### src/lrb_defines.vh
`ifndef LRB_DEFINES_VH
`define LRB_DEFINES_VH

// ----------------------------------------------------------------
// bus address
// ----------------------------------------------------------------
// upper six bits of the target address byte, select pin fills bit 1
`define LRB_ADDR_HI 6'h1C
// position of the direction bit in the address byte
`define LRB_RW_BIT 0

// ----------------------------------------------------------------
// control byte fields
// ----------------------------------------------------------------
`define LRB_CO_BIT 7
`define LRB_RS_BIT 6

// ----------------------------------------------------------------
// bit counter landmarks
// ----------------------------------------------------------------
`define LRB_BITS_PER_BYTE 4'h8
`define LRB_ACK_SLOT 4'h9

// ----------------------------------------------------------------
// drive modes
// ----------------------------------------------------------------
`define LRB_MODE_STATIC 2'h0
`define LRB_MODE_MUX2 2'h1
`define LRB_MODE_MUX3 2'h2
`define LRB_MODE_MUX4 2'h3

// ----------------------------------------------------------------
// display ram geometry
// ----------------------------------------------------------------
`define LRB_RAM_DEPTH 160
`define LRB_RAM_AW 8
`define LRB_RAM_ROWS 4
`define LRB_RAM_LAST 8'h9F

`endif

### src/lrb_ram.v
`timescale 1ns/1ps
`include "lrb_defines.vh"

// ----------------------------------------------------------------
// display ram, one column per address, row-masked writes
// ----------------------------------------------------------------
module lrb_ram #(
  parameter DEPTH = `LRB_RAM_DEPTH,
  parameter AW = `LRB_RAM_AW,
  parameter W = `LRB_RAM_ROWS
) (
  // clock
  input wire clk,
  // write port
  input wire wr_en,
  input wire [AW-1:0] wr_addr,
  input wire [W-1:0] wr_data,
  input wire [W-1:0] wr_mask,
  // read port
  input wire [AW-1:0] rd_addr,
  output reg [W-1:0] rd_data
);

  reg [W-1:0] mem [0:DEPTH-1];

  // masked write keeps unselected rows, e.g. the other bank
  always @(posedge clk) begin
    if (wr_en) begin
      mem[wr_addr] <= (mem[wr_addr] & ~wr_mask) | (wr_data & wr_mask);
    end
  end

  // registered read; addresses past the end read as zero
  always @(posedge clk) begin
    if (rd_addr < DEPTH) begin
      rd_data <= mem[rd_addr];
    end else begin
      rd_data <= {W{1'b0}};
    end
  end

endmodule // lrb_ram

### src/lrb_i2c_write_port.v
// Summary of operation
// - two-backplane mode with output bank 0 shows rows 0 and 1 alternately across the multiplex phases
// - static mode shows row 0 unless output bank 1 is chosen
// - input and output bank selectors are independent, both set by command
// - bank switching works only in static and two-backplane modes, banks 0 and 1
// - static mode with output bank 1 shows row 2 instead of row 0
// - two-backplane mode with output bank 1 shows rows 2 and 3
// - data fall with clock high is start, data rise with clock high is stop
// - each byte is followed by one acknowledge clock, any byte count per frame
// - acknowledge output held low through the acknowledge clock high time
// - receive only: never starts, never returns data, only acknowledges
// - answers only target addresses 0111 000 and 0111 001, msb first
// - address bit 1 compared with the target address select pin
// - read requests are not answered; direction bit should be 0
// - matching devices acknowledge address; others ignore until next start or stop
// - control byte flags mark next byte as command or display data, and whether a control byte follows it
// - control bytes acknowledged by every addressed device, command bytes only while the buffer has room
// - display bytes acknowledged only when subaddress counter matches the pins
// - display byte stored at data pointer and subaddress counter location
// - pointer advances eight, four, three or two per byte by drive mode
// - subaddress mismatch suppresses the write but still advances the pointer
// - pointer overflow past the last address increments the subaddress counter
// - four-backplane mode steps rows 0, 1, 2 and 3 across the multiplex phases
`timescale 1ns/1ps
`include "lrb_defines.vh"

module lrb_i2c_write_port #(
  parameter AW = `LRB_RAM_AW
) (
  // clock and reset
  input wire clk,
  input wire rst_n,
  // serial bus pins
  input wire scl,
  input wire sda,
  output reg ack_output_pin_o,
  output reg ack_output_pin_oe,
  // strap pins
  input wire target_address_select_pin,
  input wire hw_subaddress_bit_low,
  input wire hw_subaddress_bit_high,
  // configuration from the command decoder
  input wire [1:0] drive_mode,
  input wire input_bank,
  input wire output_bank,
  input wire ptr_load,
  input wire [AW-1:0] ptr_value,
  input wire subaddr_load,
  input wire [1:0] subaddr_value,
  // command byte stream out
  output reg cmd_valid,
  output reg [7:0] cmd_byte,
  input wire cmd_ready,
  // display register read side
  input wire [AW-1:0] disp_addr,
  input wire [1:0] mux_phase,
  output reg disp_bit,
  // status
  output reg [AW-1:0] data_ptr,
  output reg [1:0] subaddr_cnt,
  output reg bus_busy
);

  // ----------------------------------------------------------------
  // functions
  // ----------------------------------------------------------------
  // ram rows filled per column in each drive mode
  function [3:0] rows_per_col;
    input [1:0] mode;
    begin
      case (mode)
        `LRB_MODE_STATIC: rows_per_col = 4'h1;
        `LRB_MODE_MUX2: rows_per_col = 4'h2;
        `LRB_MODE_MUX3: rows_per_col = 4'h3;
        default: rows_per_col = 4'h4;
      endcase
    end
  endfunction

  // bank offset in rows; banks exist only in static and two-backplane
  function [1:0] bank_base;
    input [1:0] mode;
    input bank;
    begin
      if ((mode == `LRB_MODE_STATIC) || (mode == `LRB_MODE_MUX2)) begin
        bank_base = {bank, 1'b0};
      end else begin
        bank_base = 2'h0;
      end
    end
  endfunction

  // ----------------------------------------------------------------
  // pin synchronisers
  // ----------------------------------------------------------------
  localparam NSYNC = 5;
  wire [NSYNC-1:0] pin_raw;
  wire [NSYNC-1:0] pin_s;
  assign pin_raw = {hw_subaddress_bit_high, hw_subaddress_bit_low,
                    target_address_select_pin, sda, scl};

  genvar gi;
  generate
    for (gi = 0; gi < NSYNC; gi = gi + 1) begin : g_sync
      // each lane owns its own pair, so no vector has several drivers
      reg m_r;
      reg s_r;
      // two flops per pin; the first feeds only the second
      always @(posedge clk) begin
        if (!rst_n) begin
          m_r <= 1'b1;
          s_r <= 1'b1;
        end else begin
          m_r <= pin_raw[gi];
          s_r <= m_r;
        end
      end
      assign pin_s[gi] = s_r;
    end
  endgenerate

  wire scl_s = pin_s[0];
  wire sda_s = pin_s[1];
  wire sa_sel_s = pin_s[2];
  wire [1:0] hw_sub_s = pin_s[4:3];

  // previous levels for edge detection
  reg scl_d_r;
  reg sda_d_r;
  always @(posedge clk) begin
    if (!rst_n) begin
      scl_d_r <= 1'b1;
      sda_d_r <= 1'b1;
    end else begin
      scl_d_r <= scl_s;
      sda_d_r <= sda_s;
    end
  end

  wire scl_rise = scl_s & ~scl_d_r;
  wire scl_fall = ~scl_s & scl_d_r;
  // data moving while clock stays high is a bus condition
  wire start_det = scl_s & scl_d_r & sda_d_r & ~sda_s;
  wire stop_det = scl_s & scl_d_r & ~sda_d_r & sda_s;

  // ----------------------------------------------------------------
  // command buffer, two entries
  // ----------------------------------------------------------------
  reg spare_v_r;
  reg [7:0] spare_d_r;
  wire buf_ready = ~spare_v_r;
  reg push;
  reg [7:0] push_data;
  wire pop = cmd_valid & cmd_ready;

  // head sits in the output flops, second word in the spare
  always @(posedge clk) begin
    if (!rst_n) begin
      cmd_valid <= 1'b0;
      cmd_byte <= 8'h00;
      spare_v_r <= 1'b0;
      spare_d_r <= 8'h00;
    end else if (pop) begin
      if (spare_v_r) begin
        cmd_byte <= spare_d_r;
        spare_v_r <= 1'b0;
      end else begin
        cmd_valid <= push;
        cmd_byte <= push_data;
      end
    end else if (push) begin
      if (!cmd_valid) begin
        cmd_valid <= 1'b1;
        cmd_byte <= push_data;
      end else begin
        spare_v_r <= 1'b1;
        spare_d_r <= push_data;
      end
    end
  end

  // ----------------------------------------------------------------
  // frame state machine
  // ----------------------------------------------------------------
  localparam ST_IDLE = 2'h0;
  localparam ST_ADDR = 2'h1;
  localparam ST_BYTE = 2'h2;
  localparam ST_SKIP = 2'h3;

  reg [1:0] state_r;
  reg [3:0] bit_cnt_r;
  reg [7:0] shift_r;
  reg expect_ctrl_r;
  reg last_ctrl_r;
  reg rs_r;
  reg disp_go;

  wire [7:0] rx_byte = shift_r;
  wire addr_hit = (rx_byte[7:2] == `LRB_ADDR_HI) && (rx_byte[1] == sa_sel_s);
  wire sub_match = (subaddr_cnt == hw_sub_s);

  // byte handling at the falling clock that closes bit 8
  always @* begin
    push = 1'b0;
    push_data = rx_byte;
    disp_go = 1'b0;
    if (scl_fall && (bit_cnt_r == `LRB_BITS_PER_BYTE) && (state_r == ST_BYTE) &&
        !expect_ctrl_r) begin
      if (rs_r) begin
        disp_go = 1'b1;
      end else begin
        push = buf_ready;
      end
    end
  end

  // shifting, acknowledge slot and byte classification
  always @(posedge clk) begin
    if (!rst_n) begin
      state_r <= ST_IDLE;
      bit_cnt_r <= 4'h0;
      shift_r <= 8'h00;
      expect_ctrl_r <= 1'b1;
      last_ctrl_r <= 1'b0;
      rs_r <= 1'b0;
      ack_output_pin_o <= 1'b0;
      ack_output_pin_oe <= 1'b0;
      bus_busy <= 1'b0;
    end else if (start_det) begin
      // also a repeated start: every frame opens with an address
      state_r <= ST_ADDR;
      bit_cnt_r <= 4'h0;
      expect_ctrl_r <= 1'b1;
      last_ctrl_r <= 1'b0;
      ack_output_pin_oe <= 1'b0;
      bus_busy <= 1'b1;
    end else if (stop_det) begin
      state_r <= ST_IDLE;
      bit_cnt_r <= 4'h0;
      ack_output_pin_oe <= 1'b0;
      bus_busy <= 1'b0;
    end else if (state_r != ST_IDLE) begin
      if (scl_rise && (bit_cnt_r < `LRB_BITS_PER_BYTE)) begin
        shift_r <= {shift_r[6:0], sda_s};
        bit_cnt_r <= bit_cnt_r + 4'h1;
      end else if (scl_fall && (bit_cnt_r == `LRB_BITS_PER_BYTE)) begin
        bit_cnt_r <= `LRB_ACK_SLOT;
        case (state_r)
          ST_ADDR: begin
            // a read request is never answered, nor anything after it
            if (addr_hit && !rx_byte[`LRB_RW_BIT]) begin
              state_r <= ST_BYTE;
              ack_output_pin_oe <= 1'b1;
            end else begin
              state_r <= ST_SKIP;
            end
          end
          ST_BYTE: begin
            if (expect_ctrl_r) begin
              rs_r <= rx_byte[`LRB_RS_BIT];
              last_ctrl_r <= ~rx_byte[`LRB_CO_BIT];
              expect_ctrl_r <= 1'b0;
              ack_output_pin_oe <= 1'b1;
            end else begin
              // after a final control byte the stream never returns to control
              expect_ctrl_r <= ~last_ctrl_r;
              if (rs_r) begin
                ack_output_pin_oe <= sub_match;
              end else begin
                // a full buffer refuses the byte by withholding the ack
                ack_output_pin_oe <= buf_ready;
              end
            end
          end
          default: begin
            ack_output_pin_oe <= 1'b0;
          end
        endcase
      end else if (scl_fall && (bit_cnt_r == `LRB_ACK_SLOT)) begin
        // released only after the clock high time of the ack slot
        ack_output_pin_oe <= 1'b0;
        bit_cnt_r <= 4'h0;
      end
    end
    // open drain: the level is always low, only the enable moves
    ack_output_pin_o <= 1'b0;
  end

  // ----------------------------------------------------------------
  // display ram write engine
  // ----------------------------------------------------------------
  reg wr_busy_r;
  reg [7:0] wr_sh_r;
  reg [3:0] wr_rem_r;
  reg [1:0] wr_mode_r;
  reg [1:0] wr_base_r;

  wire [3:0] n_rows = rows_per_col(wr_mode_r);
  // last column in three-backplane mode gets only two bits
  wire [3:0] n_eff = (wr_rem_r < n_rows) ? wr_rem_r : n_rows;
  wire [3:0] bits_rev = {wr_sh_r[4], wr_sh_r[5], wr_sh_r[6], wr_sh_r[7]};
  wire [7:0] mask_full = (8'h01 << n_eff) - 8'h01;
  wire [7:0] mask_sh = {mask_full[3:0], 4'h0} >> (3'h4 - {1'b0, wr_base_r});
  wire [7:0] data_sh = {bits_rev, 4'h0} >> (3'h4 - {1'b0, wr_base_r});
  wire [3:0] wr_mask = mask_sh[7:4] & mask_full[7:4] | mask_sh[3:0] & 4'hF & mask_sh[3:0];
  wire [3:0] wr_data = data_sh[3:0] | data_sh[7:4];
  wire ram_we = wr_busy_r & sub_match;
  wire [3:0] rem_nxt = wr_rem_r - n_eff;

  // column steps; one column per clock, far faster than the bus
  always @(posedge clk) begin
    if (!rst_n) begin
      wr_busy_r <= 1'b0;
      wr_sh_r <= 8'h00;
      wr_rem_r <= 4'h0;
      wr_mode_r <= `LRB_MODE_STATIC;
      wr_base_r <= 2'h0;
    end else if (disp_go) begin
      wr_busy_r <= 1'b1;
      wr_sh_r <= rx_byte;
      wr_rem_r <= `LRB_BITS_PER_BYTE;
      wr_mode_r <= drive_mode;
      wr_base_r <= bank_base(drive_mode, input_bank);
    end else if (wr_busy_r) begin
      wr_sh_r <= wr_sh_r << n_eff;
      wr_rem_r <= rem_nxt;
      wr_busy_r <= (rem_nxt != 4'h0);
    end
  end

  // pointer moves one column per step: 8, 4, 3 or 2 per byte
  always @(posedge clk) begin
    if (!rst_n) begin
      data_ptr <= {AW{1'b0}};
      subaddr_cnt <= 2'h0;
    end else begin
      if (ptr_load) begin
        data_ptr <= ptr_value;
      end else if (wr_busy_r) begin
        if (data_ptr == `LRB_RAM_LAST) begin
          data_ptr <= {AW{1'b0}};
        end else begin
          data_ptr <= data_ptr + {{(AW-1){1'b0}}, 1'b1};
        end
      end
      if (subaddr_load) begin
        subaddr_cnt <= subaddr_value;
      end else if (wr_busy_r && (data_ptr == `LRB_RAM_LAST)) begin
        subaddr_cnt <= subaddr_cnt + 2'h1;
      end
    end
  end

  // ----------------------------------------------------------------
  // display ram and output bank selector
  // ----------------------------------------------------------------
  wire [3:0] rd_col;
  reg [1:0] row_r;
  reg [1:0] row_nxt;

  lrb_ram #(
    .DEPTH(`LRB_RAM_DEPTH),
    .AW(AW),
    .W(`LRB_RAM_ROWS)
  ) u_ram (
    .clk(clk),
    .wr_en(ram_we),
    .wr_addr(data_ptr),
    .wr_data(wr_data),
    .wr_mask(wr_mask),
    .rd_addr(disp_addr),
    .rd_data(rd_col)
  );

  // row for the current multiplex phase
  always @* begin
    case (drive_mode)
      `LRB_MODE_STATIC: row_nxt = bank_base(drive_mode, output_bank);
      `LRB_MODE_MUX2: row_nxt = bank_base(drive_mode, output_bank) | {1'b0, mux_phase[0]};
      `LRB_MODE_MUX3: row_nxt = (mux_phase == 2'h3) ? 2'h0 : mux_phase;
      default: row_nxt = mux_phase;
    endcase
  end

  // row choice travels alongside the registered ram read
  always @(posedge clk) begin
    if (!rst_n) begin
      row_r <= 2'h0;
      disp_bit <= 1'b0;
    end else begin
      row_r <= row_nxt;
      disp_bit <= rd_col[row_r];
    end
  end

endmodule // lrb_i2c_write_port

### config.mk
export PLATFORM = sky130hd
export DESIGN_NAME = lrb_i2c_write_port
export DESIGN_NICKNAME = d
export VERILOG_FILES = /design/src/lrb_ram.v /design/src/lrb_i2c_write_port.v
export VERILOG_INCLUDE_DIRS = /design/src
export SDC_FILE = /design/constraint.sdc
export NUM_CORES = 1
export LEC_CHECK = 0
export BUFFER_PORTS_ARGS = -buffer_cell sky130_fd_sc_hd__buf_4
export CORE_AREA = 3 3 246 296
export CTS_CLUSTER_DIAMETER = 100
export CTS_CLUSTER_SIZE = 30
export DETAILED_ROUTE_END_ITERATION = 10
export DIE_AREA = 0 0 249 299
export GPL_ROUTABILITY_DRIVEN = 0
export PLACE_DENSITY_LB_ADDON = 0.1
export SYNTH_ARGS = -nofsm -noshare
export SYNTH_HDL_FRONTEND = slang
export SYNTH_SLANG_ARGS = --single-unit
### constraint.sdc
create_clock -name clk -period 33.6 [get_ports clk]
set_clock_uncertainty 0.2 [all_clocks]
set_input_delay 6.72 -clock clk [delete_from_list [all_inputs] [get_ports clk]]
set_output_delay 6.72 -clock clk [all_outputs]
set_load 0.1 [all_outputs]
# Word-level counts from Yosys, hierarchy flattened
# Memory sizes are Yosys's and may differ from the RTL's. A register that Yosys moved wholly into a read port is not among the register bits.
# Cells that the tools add are included.
# classes
add_sub_neg	6
multipliers	0
div	0
magnitude_cmp	4
n_eq_ne	17
shifts	4
mux	54
n_bitwise	30
n_reduce_logical	42
# op_table
cell	n
$mux W8	11
$mux W1	27
$mux W4	6
$and A4 B4 Y4	4
$reduce_and A4 Y1	4
$shr A8 B3 Y8	2
$reduce_bool A2 Y1	7
$mux W2	6
$not A1 Y1	12
$or A4 B4 Y4	3
$reduce_bool A3 Y1	4
$and A1 B1 Y1	9
$pmux W3 S3	1
$add A8 B1 Y8 const B	1
$eq A2 B2 Y1 const B	4
$eq A4 B4 Y1 const B	2
$eq A8 B8 Y1 const B	1
$logic_and A1 B1 Y1	8
$lt A8 B8 Y1 const B	1
$reduce_and A2 Y1	4
$shl A1 B4 Y8 const A	1
$shl A8 B4 Y8	1
$sub A8 B1 Y8 const B	1
$reduce_and A7 Y1	1
other kinds (28)	36
# totals
ff_bits	79
latchBits	0
ram_bits	640
rom_bits	0
inputBits	34
output_inout_bits	23
elab_cells	193
n_memories	1
# memory_table
name	words	width	rd	rd_clocked_by_memory_dff	wr	line	source
u_ram.mem	160	4	2	2	1	lrb_ram.v:24	reg [W-1:0] mem [0:DEPTH-1];

# Depth between registers and ports, before layout
# depth
depth_word	12
ltp_mapped	15
ltp_nobuf	14

# By module
# From an unflattened synthesis, not the netlist that was laid out.
# unflattened
hier_cells	2098
area_unflattened_um2	34673.3
# modules_own_cells
mod	n_inst	cells_each	area_per_inst_um2	seq_area_each_um2
lrb_ram	1	1619	30583.1	19298.5
lrb_i2c_write_port	1	479	4090.2	1561.5

# Least setup slack after synthesis
# OpenSTA, ideal clock, no wires.
# synth_path
path_kind	register -> register
from	reg wr_mode_r[1]
to	mem u_ram.mem[0][2] (netlist bit), data pin
setup_ns	1.488
arrival_time_ns	9.401
t_required_ns	31.912
slack_ns	22.510
path_stages_with_launch	15
n_path_buf	1
period_less_slack_ns	11.090
cell_sequence	dfxtp_1 -> inv_1 -> ha_1 -> inv_1 -> ha_1 -> nand2_1 -> o21ai_1 -> mux2i_1 -> or3_1 -> clkbuf_1 -> ha_1 -> nor3_1 -> nor3_1 -> nor2_1 -> o311ai_1
# synth_via
elab_chain_len	12
word_cells_on_any_way	16
classes_between	1 x add/sub; 1 x order compare; 2 x eq/ne; 2 x shift; 2 x mux; 7 x bitwise; 1 x reduce/logical
# synth_lines
element	line	source
from (decl)	lrb_i2c_write_port.v:295	reg [1:0] wr_mode_r;
from (signal assigned)	lrb_i2c_write_port.v:316	wr_mode_r <= `LRB_MODE_STATIC;
from (signal assigned)	lrb_i2c_write_port.v:322	wr_mode_r <= drive_mode;
$eq A2 B2 Y1, or another cell as far along	lrb_i2c_write_port.v:71	case (mode)
$pmux W3 S3 *	lrb_i2c_write_port.v:71	
$lt A4 B4 Y1	lrb_i2c_write_port.v:300	wire [3:0] n_eff = (wr_rem_r < n_rows) ? wr_rem_r : n_rows;
$mux W4 *	lrb_i2c_write_port.v:300	
$shl A1 B4 Y8 *	lrb_i2c_write_port.v:302	wire [7:0] mask_full = (8'h01 << n_eff) - 8'h01;
$sub A8 B1 Y8 *	lrb_i2c_write_port.v:302	
$shr A8 B3 Y8	lrb_i2c_write_port.v:303	wire [7:0] mask_sh = {mask_full[3:0], 4'h0} >> (3'h4 - {1'b0, wr_base_r});
$and A4 B4 Y4	lrb_i2c_write_port.v:305	wire [3:0] wr_mask = mask_sh[7:4] & mask_full[7:4] | mask_sh[3:0] & 4'hF & mask_sh[3:0];
$or A4 B4 Y4 *	lrb_i2c_write_port.v:305	
$not A4 Y4	lrb_ram.v:29	mem[wr_addr] <= (mem[wr_addr] & ~wr_mask) | (wr_data & wr_mask);
$and A4 B4 Y4	lrb_ram.v:29	
$or A4 B4 Y4 *	lrb_ram.v:29	
to (decl)	lrb_ram.v:24	
# Mark *: on every way between the ends. The rest lies on a longest branch, timed or not.

# Final worst setup path
# layout_path
from	in disp_addr[0]
to	reg u_ram.rd_data[1] (read register of u_ram.mem)
# layout_via
elab_chain_len	2
# layout_lines
element	line	source
from (decl)	lrb_i2c_write_port.v:55	input wire [AW-1:0] disp_addr,
$lt A8 B8 Y1	lrb_ram.v:35	if (rd_addr < DEPTH) begin
$logic_not A1 Y1 (no line)	n/a	
to (decl)	lrb_ram.v:21	output reg [W-1:0] rd_data
# Parallel ways exist; a longest one is shown, timed or not.
# A chain may end at the register's enable or synchronous reset.

==> qor.csv <==
stage;metric;value;unit
timing;Hold WS;0.226;ns
setup_path;CP startpoint kind;primary input;
global_route;global-route wire length before repair;145;mm
die;Rows;106;
logic_synthesis;Mapped Nets;2165;
setup_path;crit path kind;in2reg;
timing;Worst Max-Slew Pin Slew;1.19;ns
drt;Via-to-Cell Ratio;6.79;
logic_synthesis;most frequent cells after synthesis;edfxtp_1 (640), mux4_2 (315), nor2_1 (249), nand2_1 (106), dfxtp_1 (90);
power;Cell Pwr Density;45.5;mW/mm2
drt;DR pass1 iterations;5;
clock_network;Post-CTS Setup Bufs;0;
logic_synthesis;Mapped Area;0.0349;mm2
global_route;initial antenna violation count;2;
power;LEAKAGE;11.2;nW
timing;Slew Viols, Final;0;
global_route;largest net degree at the start of global routing;102;
clock_network;H-tree Lvls;1;
drt;initial drt markers;2323;
power;peak supply drop;0.0564;mV
die;Die Ht;299;um
timing;Fmax achieved;105;MHz
global_route;Total Routing Usage GR;26.6;%
logic_synthesis;yosys warns;0;
min_path;Hold/Removal Path Class;reg2reg;
layout;Synth-to-Final Area Change;5.44;%
layout;share of layout cells above drive strength 1;22.1;%
logic_synthesis;post-synthesis sequential area ratio;60.2;%
clock_network;CTS Buffer Depth;3;
logic_synthesis;Avg Cell Area, Syn;16.6;um2
placed_design;DP HPWL;65.4;mm
die;core area;0.0699;mm2
timing;setup_tns;0;ns
placed_design;IO buf count;55;
global_route;vias in the first global route;20824;
setup_path;Worst EP required;33.93;ns
clock_network;worst skew pair latency;0.65;ns
drt;Antenna Nets Post-Route;0;
timing;final setup fails;0;
layout;post-layout util;52.7;%
die;Die X;249;um
logic_synthesis;EDFF count, synth;640;
global_route;remaining global-route overflow;0;
drt;Vias;20537;
logic_synthesis;top post-synthesis cells by area;edfxtp_1 (55%), mux4_2 (20%), dfxtp_1 (5.2%);
logic_synthesis;ys flop type;edfxtp_1;
logic_synthesis;unique cell type count in the Yosys netlist;72;
logic_synthesis;Post-Syn Instances;2110;
clock_network;clock slew at reported path FFs;0.11;ns
logic_synthesis;Synth async-reset ratio;0;%
layout;Non-Filler Instances;3023;
timing;Final Critical Period;9.56;ns
clock_network;Clock Tree Root;clkbuf_16;
logic_synthesis;cell taking the most area after synthesis;edfxtp_1;
timing;period utilisation layout;28.5;%
layout;Layout fillers;5632;
logic_synthesis;post-synth top area share;55.0;%
setup_path;Worst setup EP type;flop;
drt;DRC;0;
timing;final hold violation count;0;
logic_synthesis;count leader, synth;edfxtp_1;
job;# Max-Cap Violations;0;
clock_network;cts bufs inserted;29;
clock_network;# resized after CTS;0;
die;Die Area;0.0745;mm2
setup_path;CP arrival;9.89;ns
drt;WL final;100;mm
die;io pins;57;
drt;wire length per cell;33.1;um
logic_synthesis;Yosys reg bits;730;
die;Initial Util;50.0;%
timing;Slew HR;20.1;%
clock_network;Hold-fix buffers, CTS;0;
setup_path;CP Max Fanout;43;
placed_design;Cells after DPL;2969;
clock_network;CTS tree;done;
layout;nets@finish;2137;
timing;RSZ-0062 raised after global routing;no;
outcome;status;completed;
clock_network;clock sink total;730;
-- metrics by stage --
step	setup WS [ns]	power, W	cell area (um2)
after floorplan	22.51	0.00119	34900
after detailed placement	23.32	0.00125	36000
final	24.04	0.00168	36800
after CTS	24.01	0.00168	36800
after global routing	23.87	0.00173	36800
after global placement	23.34	0.00125	36000
-- sequential cells by signal (all words and copies together) (netlist names), 4 cells and up, named ones only --
| signal | count |
|---|---|
| cmd_byte | 8 |
| wr_rem_r | 4 |
| push_data | 8 |
| bit_cnt_r | 4 |
| spare_d_r | 8 |
| u_ram.mem | 640 |
| u_ram.rd_data | 4 |
| data_ptr | 8 |
| g_sync.s_r | 5 |
| g_sync.m_r | 5 |
| wr_sh_r | 8 |
-- routing by layer --
metal  part of all wire [%]  track usage (%)  routed length (um)
met5                  0.011                0                  11
met4                    3.2             7.87                3230
met3                    7.0             3.79                7030
met2                     51             46.3               51200
met1                     39             35.1               38600
-- cell type report --
cell class	instances	area [um2]	share of cell area, %
repair buffers	87	677	1.84
flip-flops and latches	730	21000	57.1
diodes	1	2.50	0.00679
clock inverters	6	55.1	0.149
inverters	29	109	0.295
multi-input cells	1205	13000	35.3
clock buffers	47	813	2.21
well taps	918	1150	3.12
-- power breakdown --
| part | internal [W] | switching, W | total [W] |
|---|---|---|---|
| clock | 0.000171 | 0.000279 | 0.000451 |
| combinational | 0.0000610 | 0.000133 | 0.000194 |
| sequential | 0.00103 | 0.00000482 | 0.00103 |
| total | 0.00126 | 0.000417 | 0.00168 |
-- kinds of logic after synthesis --
kind of cell               after synthesis  share of synthesized area, %
adders and majority gates               21                         0.774
DFF                                    730                          60.2
and+or+nand+nor                        496                          6.32
muxes                                  437                          25.1
AOI/OAI and AO/OA                      237                          4.53
buffers and inverters                  175                          2.78
xor gates and xnor gates                13                         0.326
other                                    1                        0.0107
-- placed cells by master, fill, tap and decap left out, types with 6 or more instances in the layout --
cell and count:
a211oi_1 16, a21oi_1 63, a221oi_1 7, a22oi_1 31, a31oi_1 8, and2_1 12
and3_1 6, buf_4 84, clkbuf_1 16, clkbuf_16 29, dfxtp_1 85, edfxtp_1 640
ha_1 20, inv_1 25, mux2_2 8, mux2i_1 87, mux4_1 27, mux4_2 315
nand2_1 106, nand2b_1 19, nand3_1 24, nand3b_1 6, nand4_1 7, nor2_1 249
nor2b_1 12, nor3_1 19, o211ai_1 9, o21ai_0 25, o21ai_1 10, o221ai_1 17
o22ai_1 12, or3_1 9, xor2_1 10
-- critical path, cell delays in order --
cell and delay, ns:
buf_8 0.32, buf_4 0.76, mux4_1 0.65, mux4_2 0.47
or3_1 0.32, a31oi_1 0.20, or4_1 0.13, o21ai_0 0.07
-- worst paths after layout --
path                            start                           to  slack, ns  depth (start not counted)
max                      disp_addr[0]  u_ram.rd_data[1]$_SDFF_PP0_      24.04                          8
min          g_sync[4].m_r$_SDFF_PN1_     g_sync[4].s_r$_SDFF_PN1_       0.23                          1
max reg2reg                      flop  u_ram.mem[150][2]$_DFFE_PP_      27.51                         11
min reg2reg  g_sync[4].m_r$_SDFF_PN1_     g_sync[4].s_r$_SDFF_PN1_       0.23                          1
Power figures use the tool's default switching activity.
